===== src/core/clk_rst_pkg.sv =====
// constants and types shared by the clock and reset sequencer
package clk_rst_pkg;

  // clock rate
  localparam int unsigned CLK_PERIOD_PS    = 8000;
  // reset timer, figure in ns and derived cycle count (least time, rounded up)
  localparam int unsigned TIMER_NS         = 500;
  localparam int unsigned TIMER_CYCLES     = (TIMER_NS * 1000 + CLK_PERIOD_PS - 1) / CLK_PERIOD_PS;
  localparam int unsigned TIMER_W          = 7;
  localparam logic [TIMER_W-1:0] TIMER_LAST = TIMER_W'(TIMER_CYCLES - 1);

  // release synchroniser depth
  localparam int unsigned SYNC_STAGES      = 3;

  // enable dividers for the derived clock rates
  localparam int unsigned DIV_W            = 3;
  localparam logic [DIV_W-1:0] CORE_DIV_LAST = 3'h1;
  localparam logic [DIV_W-1:0] TX2_DIV_LAST  = 3'h3;

  // apb map
  localparam int unsigned ADDR_W           = 8;
  localparam logic [ADDR_W-1:0] CTRL_OFF    = 8'h00;
  localparam logic [ADDR_W-1:0] STATUS_OFF  = 8'h04;
  localparam logic [ADDR_W-1:0] LATENCY_OFF = 8'h08;

  // control field positions and reset value
  localparam int unsigned CTRL_NEW_BIT     = 0;
  localparam int unsigned CTRL_TS_BIT      = 1;
  localparam int unsigned CTRL_SOFTRST_BIT = 2;
  localparam int unsigned CTRL_W           = 2;
  localparam logic [CTRL_W-1:0] CTRL_RESET  = 2'h0;

  // status field positions
  localparam int unsigned ST_PLL_LOCK_BIT  = 0;
  localparam int unsigned ST_TIMER_BIT     = 1;
  localparam int unsigned ST_RSTDONE_BIT   = 2;
  localparam int unsigned ST_USERRDY_BIT   = 3;
  localparam int unsigned ST_DPRST_BIT     = 4;
  localparam int unsigned ST_CORERST_BIT   = 5;
  localparam int unsigned ST_XTXRST_BIT    = 6;
  localparam int unsigned ST_XRXRST_BIT    = 7;
  localparam int unsigned ST_W             = 8;

  // latency capture
  localparam int unsigned LAT_W            = 16;
  localparam logic [LAT_W-1:0] LAT_RESET    = 16'h0000;

  // synchronised reset channels
  localparam int unsigned NUM_RST          = 4;
  localparam int unsigned RST_DATAPATH     = 0;
  localparam int unsigned RST_CORE         = 1;
  localparam int unsigned RST_XCVR_TX      = 2;
  localparam int unsigned RST_XCVR_RX      = 3;

  typedef logic [LAT_W-1:0] latency_t;

endpackage


===== src/core/rst_chan_if.sv =====
// carrier between the sequencer and one reset release synchroniser
`timescale 1ns/1ps
interface rst_chan_if;
  logic assertReq;
  logic tickEn;
  logic rstOut;

  modport src  (output assertReq, output tickEn, input rstOut);
  modport sink (input assertReq, input tickEn, output rstOut);
endinterface


===== src/core/shared_clock_reset_logic.sv =====
// clock enable generation, reset sequencing and apb status for the shared logic
//
// Register access over APB and the register addresses were chosen for this implementation.
`timescale 1ns/1ps

// What this block does
// master reset asserts the datapath and transceiver resets asynchronously, clears the control, latency and export registers
// timer-done rises 500 ns after reset, core-timed
// one combined transceiver reset-done, core-timed
// datapath reset follows tx datapath rate
// extra core-rate reset in newer variant only
// transceiver tx reset timed to core rate
// transceiver rx reset timed to core rate
// user-ready follows pll lock, tx-two timed
// core rate drives datapath only in older variant
// newer variant: tx-two rate drives datapath, management
// recovered rx clock exported, paces rx datapath
// partner keeps management clock free-running, bounded
// latency value latched on measure clock in newer variant when timestamping, readable
// export init-done and clock-manager lock when timestamping
// export tx pcs init reset when timestamping
// resets assert at once, release through synchroniser
module shared_clock_reset_logic (
  input  wire logic                            clk,
  input  wire logic                            srst,
  // apb slave
  input  wire logic                            psel,
  input  wire logic                            penable,
  input  wire logic                            pwrite,
  input  wire logic [clk_rst_pkg::ADDR_W-1:0]  paddr,
  input  wire logic [31:0]                     pwdata,
  output logic      [31:0]                     prdata,
  output logic                                 pready,
  output logic                                 pslverr,
  // pins from the transceiver and the system
  input  wire logic                            masterReset,
  input  wire logic                            xcvrPllLockIn,
  input  wire logic                            xcvrTxResetDoneIn,
  input  wire logic                            xcvrRxResetDoneIn,
  input  wire logic                            rxRecoveredClockIn,
  input  wire logic                            latency_measure_clock,
  input  wire logic [clk_rst_pkg::LAT_W-1:0]   xcvrLatencyIn,
  input  wire logic                            txInitDoneIn,
  input  wire logic                            clkMgrLockedIn,
  input  wire logic                            tx_pcs_init_reset_in,
  // rate enables
  output logic                                 coreClkEn,
  output logic                                 tx_user_clock_two,
  output logic                                 txDatapathEn,
  output logic                                 mgmtEn,
  output logic                                 rxDatapathEn,
  // lock, ready and reset outputs
  output logic                                 xcvr_pll_locked_new,
  output logic                                 txUserReady,
  output logic                                 resetDone,
  output logic                                 resetTimerDone,
  output logic                                 datapathReset,
  output logic                                 coreReset,
  output logic                                 xcvrTxReset,
  output logic                                 xcvrRxReset,
  // timestamping exports
  output logic                                 txInitDone,
  output logic                                 clkMgrLocked,
  output logic                                 tx_pcs_init_reset
);

  // ---------------- pin synchronisers
  localparam int unsigned PIN_N = 8;
  logic [PIN_N-1:0] pinRaw;
  logic [PIN_N-1:0] pinMeta_q;
  logic [PIN_N-1:0] pinSync_q;

  assign pinRaw = {tx_pcs_init_reset_in, clkMgrLockedIn, txInitDoneIn, latency_measure_clock,
                   rxRecoveredClockIn, xcvrRxResetDoneIn, xcvrTxResetDoneIn, masterReset};

  // no reset here: these only mirror the pins
  always_ff @(posedge clk) begin
    pinMeta_q <= pinRaw;
    pinSync_q <= pinMeta_q;
  end

  logic mrSync;
  logic txDoneSync;
  logic rxDoneSync;
  logic rxRecSync;
  logic latClkSync;
  logic initDoneSync;
  logic mgrLockSync;
  logic pcsRstSync;

  assign mrSync       = pinSync_q[0];
  assign txDoneSync   = pinSync_q[1];
  assign rxDoneSync   = pinSync_q[2];
  assign rxRecSync    = pinSync_q[3];
  assign latClkSync   = pinSync_q[4];
  assign initDoneSync = pinSync_q[5];
  assign mgrLockSync  = pinSync_q[6];
  assign pcsRstSync   = pinSync_q[7];

  // pll lock has its own chain, paced later by the tx-two tick
  logic lockMeta_q;
  logic lockSync_q;

  always_ff @(posedge clk) begin
    lockMeta_q <= xcvrPllLockIn;
    lockSync_q <= lockMeta_q;
  end

  // ---------------- master reset
  logic ctrlNew_q;
  logic ctrlTs_q;
  logic softReset_q;
  logic mgmtReset;
  logic resetAssert;

  // raw pin asserts at once; release only follows the synchronised copy
  assign resetAssert = masterReset | mrSync | softReset_q;
  assign mgmtReset   = srst | mrSync | softReset_q;

  // ---------------- rate dividers
  logic [clk_rst_pkg::DIV_W-1:0] coreDiv_q;
  logic [clk_rst_pkg::DIV_W-1:0] tx2Div_q;
  logic                          coreTick_q;
  logic                          tx2Tick_q;

  always_ff @(posedge clk) begin
    if (srst) begin
      coreDiv_q  <= '0;
      coreTick_q <= 1'b0;
    end else if (coreDiv_q == clk_rst_pkg::CORE_DIV_LAST) begin
      coreDiv_q  <= '0;
      coreTick_q <= 1'b1;
    end else begin
      coreDiv_q  <= coreDiv_q + 1'b1;
      coreTick_q <= 1'b0;
    end
  end

  always_ff @(posedge clk) begin
    if (srst) begin
      tx2Div_q  <= '0;
      tx2Tick_q <= 1'b0;
    end else if (tx2Div_q == clk_rst_pkg::TX2_DIV_LAST) begin
      tx2Div_q  <= '0;
      tx2Tick_q <= 1'b1;
    end else begin
      tx2Div_q  <= tx2Div_q + 1'b1;
      tx2Tick_q <= 1'b0;
    end
  end

  assign coreClkEn         = coreTick_q;
  assign tx_user_clock_two = tx2Tick_q;
  // older variant: core rate paces datapath and management
  assign txDatapathEn      = ctrlNew_q ? tx2Tick_q : coreTick_q;
  assign mgmtEn            = ctrlNew_q ? tx2Tick_q : coreTick_q;

  // ---------------- recovered rx clock, one pulse per rising edge
  logic rxRecPrev_q;
  logic rxTick_q;

  always_ff @(posedge clk) begin
    if (srst) begin
      rxRecPrev_q <= 1'b0;
      rxTick_q    <= 1'b0;
    end else begin
      rxRecPrev_q <= rxRecSync;
      rxTick_q    <= rxRecSync & ~rxRecPrev_q;
    end
  end

  assign rxDatapathEn = rxTick_q;

  // ---------------- post-reset timer
  logic timerDone;

  reset_timer timer (
    .clk     (clk),
    .srst    (srst),
    .restart (mrSync | softReset_q),
    .tickEn  (coreTick_q),
    .done    (timerDone)
  );

  assign resetTimerDone = timerDone;

  // ---------------- reset channels
  rst_chan_if ch [clk_rst_pkg::NUM_RST] ();
  logic [clk_rst_pkg::NUM_RST-1:0] chReq;
  logic [clk_rst_pkg::NUM_RST-1:0] chTick;
  logic [clk_rst_pkg::NUM_RST-1:0] chOut;

  assign chReq[clk_rst_pkg::RST_DATAPATH]  = resetAssert;
  assign chTick[clk_rst_pkg::RST_DATAPATH] = txDatapathEn;
  assign chReq[clk_rst_pkg::RST_CORE]      = resetAssert;
  assign chTick[clk_rst_pkg::RST_CORE]     = coreTick_q;
  // transceiver resets also wait for the settling interval
  assign chReq[clk_rst_pkg::RST_XCVR_TX]   = resetAssert | ~timerDone;
  assign chTick[clk_rst_pkg::RST_XCVR_TX]  = coreTick_q;
  assign chReq[clk_rst_pkg::RST_XCVR_RX]   = resetAssert | ~timerDone;
  assign chTick[clk_rst_pkg::RST_XCVR_RX]  = coreTick_q;

  genvar gi;
  generate
    for (gi = 0; gi < clk_rst_pkg::NUM_RST; gi++) begin : g_rst
      assign ch[gi].assertReq = chReq[gi];
      assign ch[gi].tickEn    = chTick[gi];
      assign chOut[gi]        = ch[gi].rstOut;
      reset_release_sync sync (
        .clk  (clk),
        .srst (srst),
        .ch   (ch[gi])
      );
    end
  endgenerate

  assign datapathReset = chOut[clk_rst_pkg::RST_DATAPATH];
  // older variant has no separate core-rate reset
  assign coreReset     = ctrlNew_q & chOut[clk_rst_pkg::RST_CORE];
  assign xcvrTxReset   = chOut[clk_rst_pkg::RST_XCVR_TX];
  assign xcvrRxReset   = chOut[clk_rst_pkg::RST_XCVR_RX];

  // ---------------- combined reset-done and user-ready
  logic resetDone_q;
  logic userRdy_q;
  logic userRdyMid_q;

  always_ff @(posedge clk) begin
    if (mgmtReset) begin
      resetDone_q <= 1'b0;
    end else if (coreTick_q) begin
      resetDone_q <= txDoneSync & rxDoneSync;
    end
  end

  // two tx-two ticks of re-timing after the pin chain
  always_ff @(posedge clk) begin
    if (mgmtReset) begin
      userRdyMid_q <= 1'b0;
      userRdy_q    <= 1'b0;
    end else if (tx2Tick_q) begin
      userRdyMid_q <= lockSync_q;
      userRdy_q    <= userRdyMid_q;
    end
  end

  assign resetDone           = resetDone_q;
  assign txUserReady         = userRdy_q;
  assign xcvr_pll_locked_new = lockSync_q;

  // ---------------- timestamping exports
  logic [2:0] tsOut_q;

  always_ff @(posedge clk) begin
    if (mgmtReset) begin
      tsOut_q <= 3'h0;
    end else begin
      tsOut_q <= ctrlTs_q ? {pcsRstSync, mgrLockSync, initDoneSync} : 3'h0;
    end
  end

  assign txInitDone        = tsOut_q[0];
  assign clkMgrLocked      = tsOut_q[1];
  assign tx_pcs_init_reset = tsOut_q[2];

  // ---------------- latency capture on measure clock edges
  logic                  latPrev_q;
  clk_rst_pkg::latency_t latency_q;

  // the value bus is assumed stable around the measure clock edge
  always_ff @(posedge clk) begin
    if (mgmtReset) begin
      latPrev_q <= 1'b0;
      latency_q <= clk_rst_pkg::LAT_RESET;
    end else begin
      latPrev_q <= latClkSync;
      if (ctrlNew_q && ctrlTs_q && latClkSync && !latPrev_q) begin
        latency_q <= xcvrLatencyIn;
      end
    end
  end

  // ---------------- apb slave
  logic        setup;
  logic        access;
  logic        hit;
  logic        wrCtrl;
  logic [31:0] rdData_d;
  logic [31:0] rdData_q;
  logic        err_q;
  logic [clk_rst_pkg::ST_W-1:0] status;

  assign setup  = psel & ~penable;
  assign access = psel & penable;
  assign hit    = (paddr == clk_rst_pkg::CTRL_OFF) || (paddr == clk_rst_pkg::STATUS_OFF)
                  || (paddr == clk_rst_pkg::LATENCY_OFF);
  assign wrCtrl = access & pwrite & (paddr == clk_rst_pkg::CTRL_OFF);

  always_comb begin
    status = '0;
    status[clk_rst_pkg::ST_PLL_LOCK_BIT] = lockSync_q;
    status[clk_rst_pkg::ST_TIMER_BIT]    = timerDone;
    status[clk_rst_pkg::ST_RSTDONE_BIT]  = resetDone_q;
    status[clk_rst_pkg::ST_USERRDY_BIT]  = userRdy_q;
    status[clk_rst_pkg::ST_DPRST_BIT]    = chOut[clk_rst_pkg::RST_DATAPATH];
    status[clk_rst_pkg::ST_CORERST_BIT]  = coreReset;
    status[clk_rst_pkg::ST_XTXRST_BIT]   = chOut[clk_rst_pkg::RST_XCVR_TX];
    status[clk_rst_pkg::ST_XRXRST_BIT]   = chOut[clk_rst_pkg::RST_XCVR_RX];
  end

  always_comb begin
    rdData_d = 32'h0000_0000;
    if (paddr == clk_rst_pkg::CTRL_OFF) begin
      rdData_d[clk_rst_pkg::CTRL_NEW_BIT] = ctrlNew_q;
      rdData_d[clk_rst_pkg::CTRL_TS_BIT]  = ctrlTs_q;
    end else if (paddr == clk_rst_pkg::STATUS_OFF) begin
      rdData_d[clk_rst_pkg::ST_W-1:0] = status;
    end else if (paddr == clk_rst_pkg::LATENCY_OFF) begin
      rdData_d[clk_rst_pkg::LAT_W-1:0] = latency_q;
    end
  end

  // read data and error are captured in the setup cycle
  always_ff @(posedge clk) begin
    if (srst) begin
      rdData_q <= 32'h0000_0000;
      err_q    <= 1'b0;
    end else if (setup) begin
      rdData_q <= pwrite ? 32'h0000_0000 : rdData_d;
      err_q    <= ~hit | (pwrite & (paddr != clk_rst_pkg::CTRL_OFF));
    end
  end

  // control register; a master reset returns it to its defaults
  always_ff @(posedge clk) begin
    if (mgmtReset) begin
      ctrlNew_q <= clk_rst_pkg::CTRL_RESET[clk_rst_pkg::CTRL_NEW_BIT];
      ctrlTs_q  <= clk_rst_pkg::CTRL_RESET[clk_rst_pkg::CTRL_TS_BIT];
    end else if (wrCtrl) begin
      ctrlNew_q <= pwdata[clk_rst_pkg::CTRL_NEW_BIT];
      ctrlTs_q  <= pwdata[clk_rst_pkg::CTRL_TS_BIT];
    end
  end

  // soft reset is a one-cycle pulse, so it cannot lock itself in
  always_ff @(posedge clk) begin
    if (srst) begin
      softReset_q <= 1'b0;
    end else begin
      softReset_q <= wrCtrl & pwdata[clk_rst_pkg::CTRL_SOFTRST_BIT];
    end
  end

  assign pready  = 1'b1;
  assign prdata  = rdData_q;
  assign pslverr = access & err_q;

endmodule


===== src/core/reset_release_sync.sv =====
// reset output: immediate assertion, release through a tick-paced flop chain
`timescale 1ns/1ps
module reset_release_sync (
  input  wire logic   clk,
  input  wire logic   srst,
  rst_chan_if.sink    ch
);
  logic [clk_rst_pkg::SYNC_STAGES-1:0] stages_q;

  always_ff @(posedge clk) begin
    if (srst || ch.assertReq) begin
      stages_q <= '1;
    end else if (ch.tickEn) begin
      stages_q <= {stages_q[clk_rst_pkg::SYNC_STAGES-2:0], 1'b0};
    end
  end

  // assertion bypasses the chain, release waits for the last stage
  assign ch.rstOut = ch.assertReq | stages_q[clk_rst_pkg::SYNC_STAGES-1];
endmodule


===== src/core/reset_timer.sv =====
// post-reset interval timer, done flag advanced on the core rate tick
`timescale 1ns/1ps
module reset_timer (
  input  wire logic clk,
  input  wire logic srst,
  input  wire logic restart,
  input  wire logic tickEn,
  output logic      done
);
  logic [clk_rst_pkg::TIMER_W-1:0] count_q;
  logic                            elapsed_q;
  logic                            done_q;

  always_ff @(posedge clk) begin
    if (srst || restart) begin
      count_q   <= '0;
      elapsed_q <= 1'b0;
    end else if (!elapsed_q) begin
      if (count_q == clk_rst_pkg::TIMER_LAST) begin
        elapsed_q <= 1'b1;
      end else begin
        count_q <= count_q + 1'b1;
      end
    end
  end

  // done only rises on a core tick so it lines up with the core rate
  always_ff @(posedge clk) begin
    if (srst || restart) begin
      done_q <= 1'b0;
    end else if (tickEn) begin
      done_q <= elapsed_q;
    end
  end

  assign done = done_q;
endmodule


===== config.mk =====
export PLATFORM = sky130hd
export DESIGN_NAME = shared_clock_reset_logic
export DESIGN_NICKNAME = d
export VERILOG_FILES = /design/src/core/clk_rst_pkg.sv /design/src/core/rst_chan_if.sv /design/src/core/shared_clock_reset_logic.sv /design/src/core/reset_release_sync.sv /design/src/core/reset_timer.sv
export SDC_FILE = /design/constraint.sdc
export NUM_CORES = 1
export LEC_CHECK = 0
export BUFFER_PORTS_ARGS = -buffer_cell sky130_fd_sc_hd__buf_2
export CAP_MARGIN = 10
export CORE_MARGIN = 2
export CORE_UTILIZATION = 45
export DETAILED_ROUTE_END_ITERATION = 7
export PLACE_DENSITY = 0.73
export RECOVER_POWER = 50
export SYNTH_ARGS = -nofsm -noshare
export SYNTH_HDL_FRONTEND = slang
export SYNTH_HIERARCHICAL = 1
export SYNTH_SLANG_ARGS = --single-unit

===== constraint.sdc =====
create_clock -name clk -period 2.1 [get_ports clk]
set_input_delay 0 -clock clk [delete_from_list [all_inputs] [get_ports clk]]
set_output_delay 0 -clock clk [all_outputs]
set_load 0.03 [all_outputs]

==> flow_metrics.tcl, run 1 <==
set metrics [dict create \
    grt_max_degree 33 \
    cts_num_sinks 92 \
    tightest_slew_ps 756 \
    nNetsFinal 535 \
    max_freq_ghz 0.540 \
    ys_async_sr_fraction 0 \
    path_clk_slew_ps 80 \
    die_h_um 91.4 \
    drc 0 \
    first_pass_iters 5 \
    ant_nets 0 \
    place_inst 518 \
    worstPathArrival_ps 1850 \
    rsz0062_at_grt "false" \
    numPortBuffers 73 \
    ir_drop_mv 0.447 \
    avgSynthCellArea_um2 9.67 \
    worstSkewPairLatency_ps 350 \
    synthToLayoutAreaGrowth_pct 24.0 \
    grt_pass1_wl_um 12300 \
    max-clock-path-buffers 2 \
    fin_skew_ps 11.4 \
    wl_um 7380 \
    post_cts_resized 0 \
    drt_iter0_markers 161 \
    max_slew_margin 0.496 \
    rows 31 \
    diodes 0 \
    coreArea_um2 7330 \
    grt_overflow 0 \
    setup_tns_ps 0 \
    slew_viol_final 0 \
    status "finished, final reports clean" \
    viasPerCell 5.01 \
    cp-end-kind "primary output" \
    place_hpwl_um 5050 \
    r2r_slack_ps 320 \
    synth_warnings 6 \
    start_util 0.469 \
    fin_crit_sh 0.882 \
    required_ps 2100 \
    root_buffer "clkbuf_8" \
    cts_hold_buffers 29 \
    synthesis.area_um2 3440 \
    cts-buffers-inserted 9 \
    finalSetupViolCount 0 \
    grt_use_total 0.185 \
    cts_setup_buffers 0 \
    crit_fanout 6 \
    ys_seq_elements 92 \
    h-tree-depth 3 \
    ys_dominant_reg_cell "dfxtp_1" \
    ys_types 45 \
    antenna_found_initial 0 \
    final_common_cell "dfxtp_1" \
    die_x_um 91.4 \
    place_congestion 0.792 \
    num_vias 2809 \
    drive_gt1_frac 0.169 \
    hold_violations 0 \
    final_cell_mix "dfxtp_1 (92), nand2_1 (50), buf_2 (45)" \
    grt_pass1_vias 2700 \
    fin_cells 561 \
    p_per_area_nw_per_um2 762 \
    io_pins 120 \
    hp-class "in -> reg" \
    synthCells 356 \
    die_area_um2 8360 \
    layout_min_cycle_time_ps 1850 \
    wire_per_inst_um 13.2 \
    p_leak_uw 0.00167 \
    synth_enable_flop_cells 0 \
    cap_violations 0 \
    crit_type "reg -> out" \
    cts_tree "done" \
    yosysSeqAreaShare 0.535 \
    crit_path_start_kind "flop" \
]
==> flip-flops by register name, summed over array words and instances, names as in the netlist, 3 cells and up <==
signal               cells
g_rst.sync/stages_q     12
tsOut_q                  3
pinMeta_q                8
coreDiv_q                3
timer/count_q            7
prdata                  16
latency_q               16
tx2Div_q                 3
pinSync_q                8
==> cell type report <==
cell class / count / area (µm²)
multi-input combinational: 238 / 1410
fill: 660 / 3060
clock buffer: 12 / 155
clock inverter: 2 / 35.0
sequential: 92 / 1840
inverter: 10 / 37.5
tap: 99 / 124
timing repair buffer: 108 / 663
==> synth_stat cells, types with 3 or more instances <==
master     n  area share
dfxtp_1   92        0.54
nand2_1   50       0.055
nor3_1     6      0.0087
or4_1      4      0.0087
nand3_1    8       0.012
or2_2      6       0.011
nor2b_1    8       0.015
inv_1     10       0.011
buf_4     18       0.039
ha_1       6       0.022
o21ai_0    7       0.010
nor2_1    24       0.026
nand2b_1   3      0.0055
buf_2      3      0.0044
and3_1     4      0.0073
mux2i_1   17       0.049
a22oi_1   11       0.024
a32oi_1    5       0.013
a21oi_1   32       0.047
clkbuf_1   9      0.0098
==> logic make-up after synthesis <==
| logic type | count (synthesis) | share of synthesized area |
|---|---|---|
| simple gates | 134 | 0.205 |
| compound gates | 62 | 0.112 |
| flops | 92 | 0.535 |
| fa+ha+maj | 7 | 0.0247 |
| other cells | 2 | 0.00218 |
| buf+inv | 41 | 0.0676 |
| mux | 18 | 0.0527 |
==> metrics by stage <==
stage / setup WS (ps) / power [µW] / utilization / area [µm²] / hold slack [ps]
finish: 248 / 3250 / 0.582 / 4270 / 22.5
floorplan: 217 / 2040 / - / 3500 / 27.7
global route: 134 / 3390 / 0.582 / 4270 / 16.2
global placement: 377 / 2090 / 0.523 / 3840 / 102
detailed placement: 349 / 2100 / 0.523 / 3840 / 104
CTS: 225 / 3290 / 0.589 / 4320 / 15.7
==> path summary, 6_finish.rpt <==
path               startpoint             endpoint  depth (start not counted)
setup / recovery  softReset_q            coreReset                          6
hold reg to reg    lockMeta_q  xcvr_pll_locked_new                          0
setup reg to reg  softReset_q            prdata[5]                          8
hold / removal       paddr[2]            prdata[1]                          4
==> routing by layer <==
| metal | up-vias | GRT usage | part of all wire |
|---|---|---|---|
| met3 | 13 | 0.0473 | 0.061 |
| met5 | - | 0 | 0 |
| met1 | 1305 | 0.235 | 0.45 |
| li1 | 1397 | - | - |
| met2 | 94 | 0.295 | 0.48 |
| met4 | 0 | 0.0795 | 0.010 |
==> critical path: stages (launching register included) <==
cell     delay (ps)
dfxtp_1         310
or2_2           340
nor2_1          140
inv_1            90
or2_2           270
and2_0          160
buf_2           190
==> power by group <==
part           total (µW)  switching [µW]  internal (µW)
Sequential           1810            21.9           1790
Combinational         286             167            119
Clock                1160             557            601
No activity file was read; power rests on OpenSTA's default activity.
==> inputs of run 2 (changes only) <==
Settings changed: CORE_UTILIZATION 45 to 35, PLACE_DENSITY 0.73 to not set.
==> flow_metrics.tcl, run 2 (same netlist as run 1, synthesis figures left out) <==
set metrics [dict create \
    grt_overflow 0 \
    cp-end-kind "primary output" \
    crit_path_start_kind "flop" \
    cts-buffers-inserted 9 \
    crit_type "reg -> out" \
    setup_tns_ps 0 \
    place_inst 553 \
    hold_violations 0 \
    worstSkewPairLatency_ps 350 \
    io_pins 120 \
    viasPerCell 4.75 \
    coreArea_um2 9640 \
    h-tree-depth 3 \
    cts_setup_buffers 0 \
    max_freq_ghz 0.530 \
    start_util 0.357 \
    fin_skew_ps 12.5 \
    num_vias 2829 \
    path_clk_slew_ps 90 \
    die_h_um 103 \
    root_buffer "clkbuf_8" \
    die_area_um2 10600 \
    max_slew_margin 0.287 \
    diodes 0 \
    cp_top_family "simple AND/OR/NAND/NOR gates" \
    worstPathArrival_ps 1890 \
    slew_viol_final 0 \
    slowest_stage "or2_2" \
    rsz0062_at_grt "false" \
    wl_um 7790 \
    max_stage_delay_ps 340 \
    nNetsFinal 535 \
    tightest_slew_ps 1070 \
    crit_fanout 6 \
    p_leak_uw 0.00169 \
    fin_crit_sh 0.898 \
    final_common_cell "dfxtp_1" \
    first_pass_iters 5 \
    layout_min_cycle_time_ps 1890 \
    ir_drop_mv 0.399 \
    hp-class "in -> reg" \
    cap_violations 0 \
    grt_pass1_vias 2624 \
    drive_gt1_frac 0.177 \
    power_uw 3500 \
    max-clock-path-buffers 2 \
    grt_max_degree 38 \
    finalSetupViolCount 0 \
    ant_nets 0 \
    p_per_area_nw_per_um2 805 \
    status "finished, final reports clean" \
    required_ps 2100 \
    drc 0 \
    place_hpwl_um 5350 \
    numPortBuffers 73 \
    wire_per_inst_um 13.1 \
    cts_num_sinks 92 \
    antenna_found_initial 0 \
    critPathBufInv 2 \
    place_congestion 0.776 \
    crit_chain "or2_2, nor2_1, inv_1, or2_2, and2_0, buf_2" \
    die_x_um 103 \
    synthToLayoutAreaGrowth_pct 26.4 \
    fin_cells 596 \
    path_common_cell "or2_2" \
    final_cell_mix "dfxtp_1 (92), nand2_1 (50), buf_2 (46)" \
    grt_use_total 0.152 \
    post_cts_resized 0 \
    grt_pass1_wl_um 12400 \
    drt_iter0_markers 154 \
    cts_tree "done" \
    rows 36 \
]
==> run 2: power breakdown <==
| group | internal, µW | switching [µW] | total [µW] |
|---|---|---|---|
| registers | 1790 | 19.3 | 1810 |
| logic | 119 | 171 | 290 |
| clock network | 813 | 591 | 1400 |
| total | 2720 | 781 | 3500 |
==> run 2: final cells by class <==
class	count	area (µm²)
fill	933	5290
sequential	92	1840
multi-input combinational	238	1410
timing repair buffer	108	657
tap	133	166
clock buffer	10	138
clock inverter	5	100
inverter	10	37.5
==> run 2: path summary, 6_finish.rpt <==
check               from                  end  slack, ps  cells after the start
max          softReset_q            coreReset        210                      6
min               pwrite            prdata[5]         30                      3
max reg2reg  softReset_q            prdata[5]        270                      8
min reg2reg   lockMeta_q  xcvr_pll_locked_new        330                      0
==> run 2: timing repair <==
| item | CTS | global route |
|---|---|---|
| setup endpoints to repair | 0 | 0 |
| endpoints found under the hold margin | 28 | 0 |
| hold buffers | 28 | 0 |
==> run 2: per-layer routing <==
| layer | vias up | global-route usage | part of all wire |
|---|---|---|---|
| li1 | 1395 | - | - |
| met1 | 1343 | 0.207 | 0.47 |
| met2 | 79 | 0.235 | 0.47 |
| met3 | 12 | 0.0278 | 0.049 |
| met4 | 0 | 0.0638 | 0.015 |
| met5 | - | 0 | 0 |
==> run 2: stage by stage <==
stage	area [µm²]	hold slack, ps	util	setup slack, ps
6_report	4350	25.7	0.451	214
5_1_grt	4350	69.1	0.451	76.5
4_1_cts	4400	50.8	0.457	193
3_5_place_dp	3890	104	0.403	290
3_3_place_gp	3890	102	0.403	333
2_1_floorplan	3500	27.7	-	217
==> run 2: worst register-to-register path, delay by kind of cell, from the launching register on <==
family	cells	cell delay, ps
AO/OA/AOI/OAI	2	210
flip-flops	1	310
AND/OR/NAND/NOR	5	1070
buffers and inverters	1	90
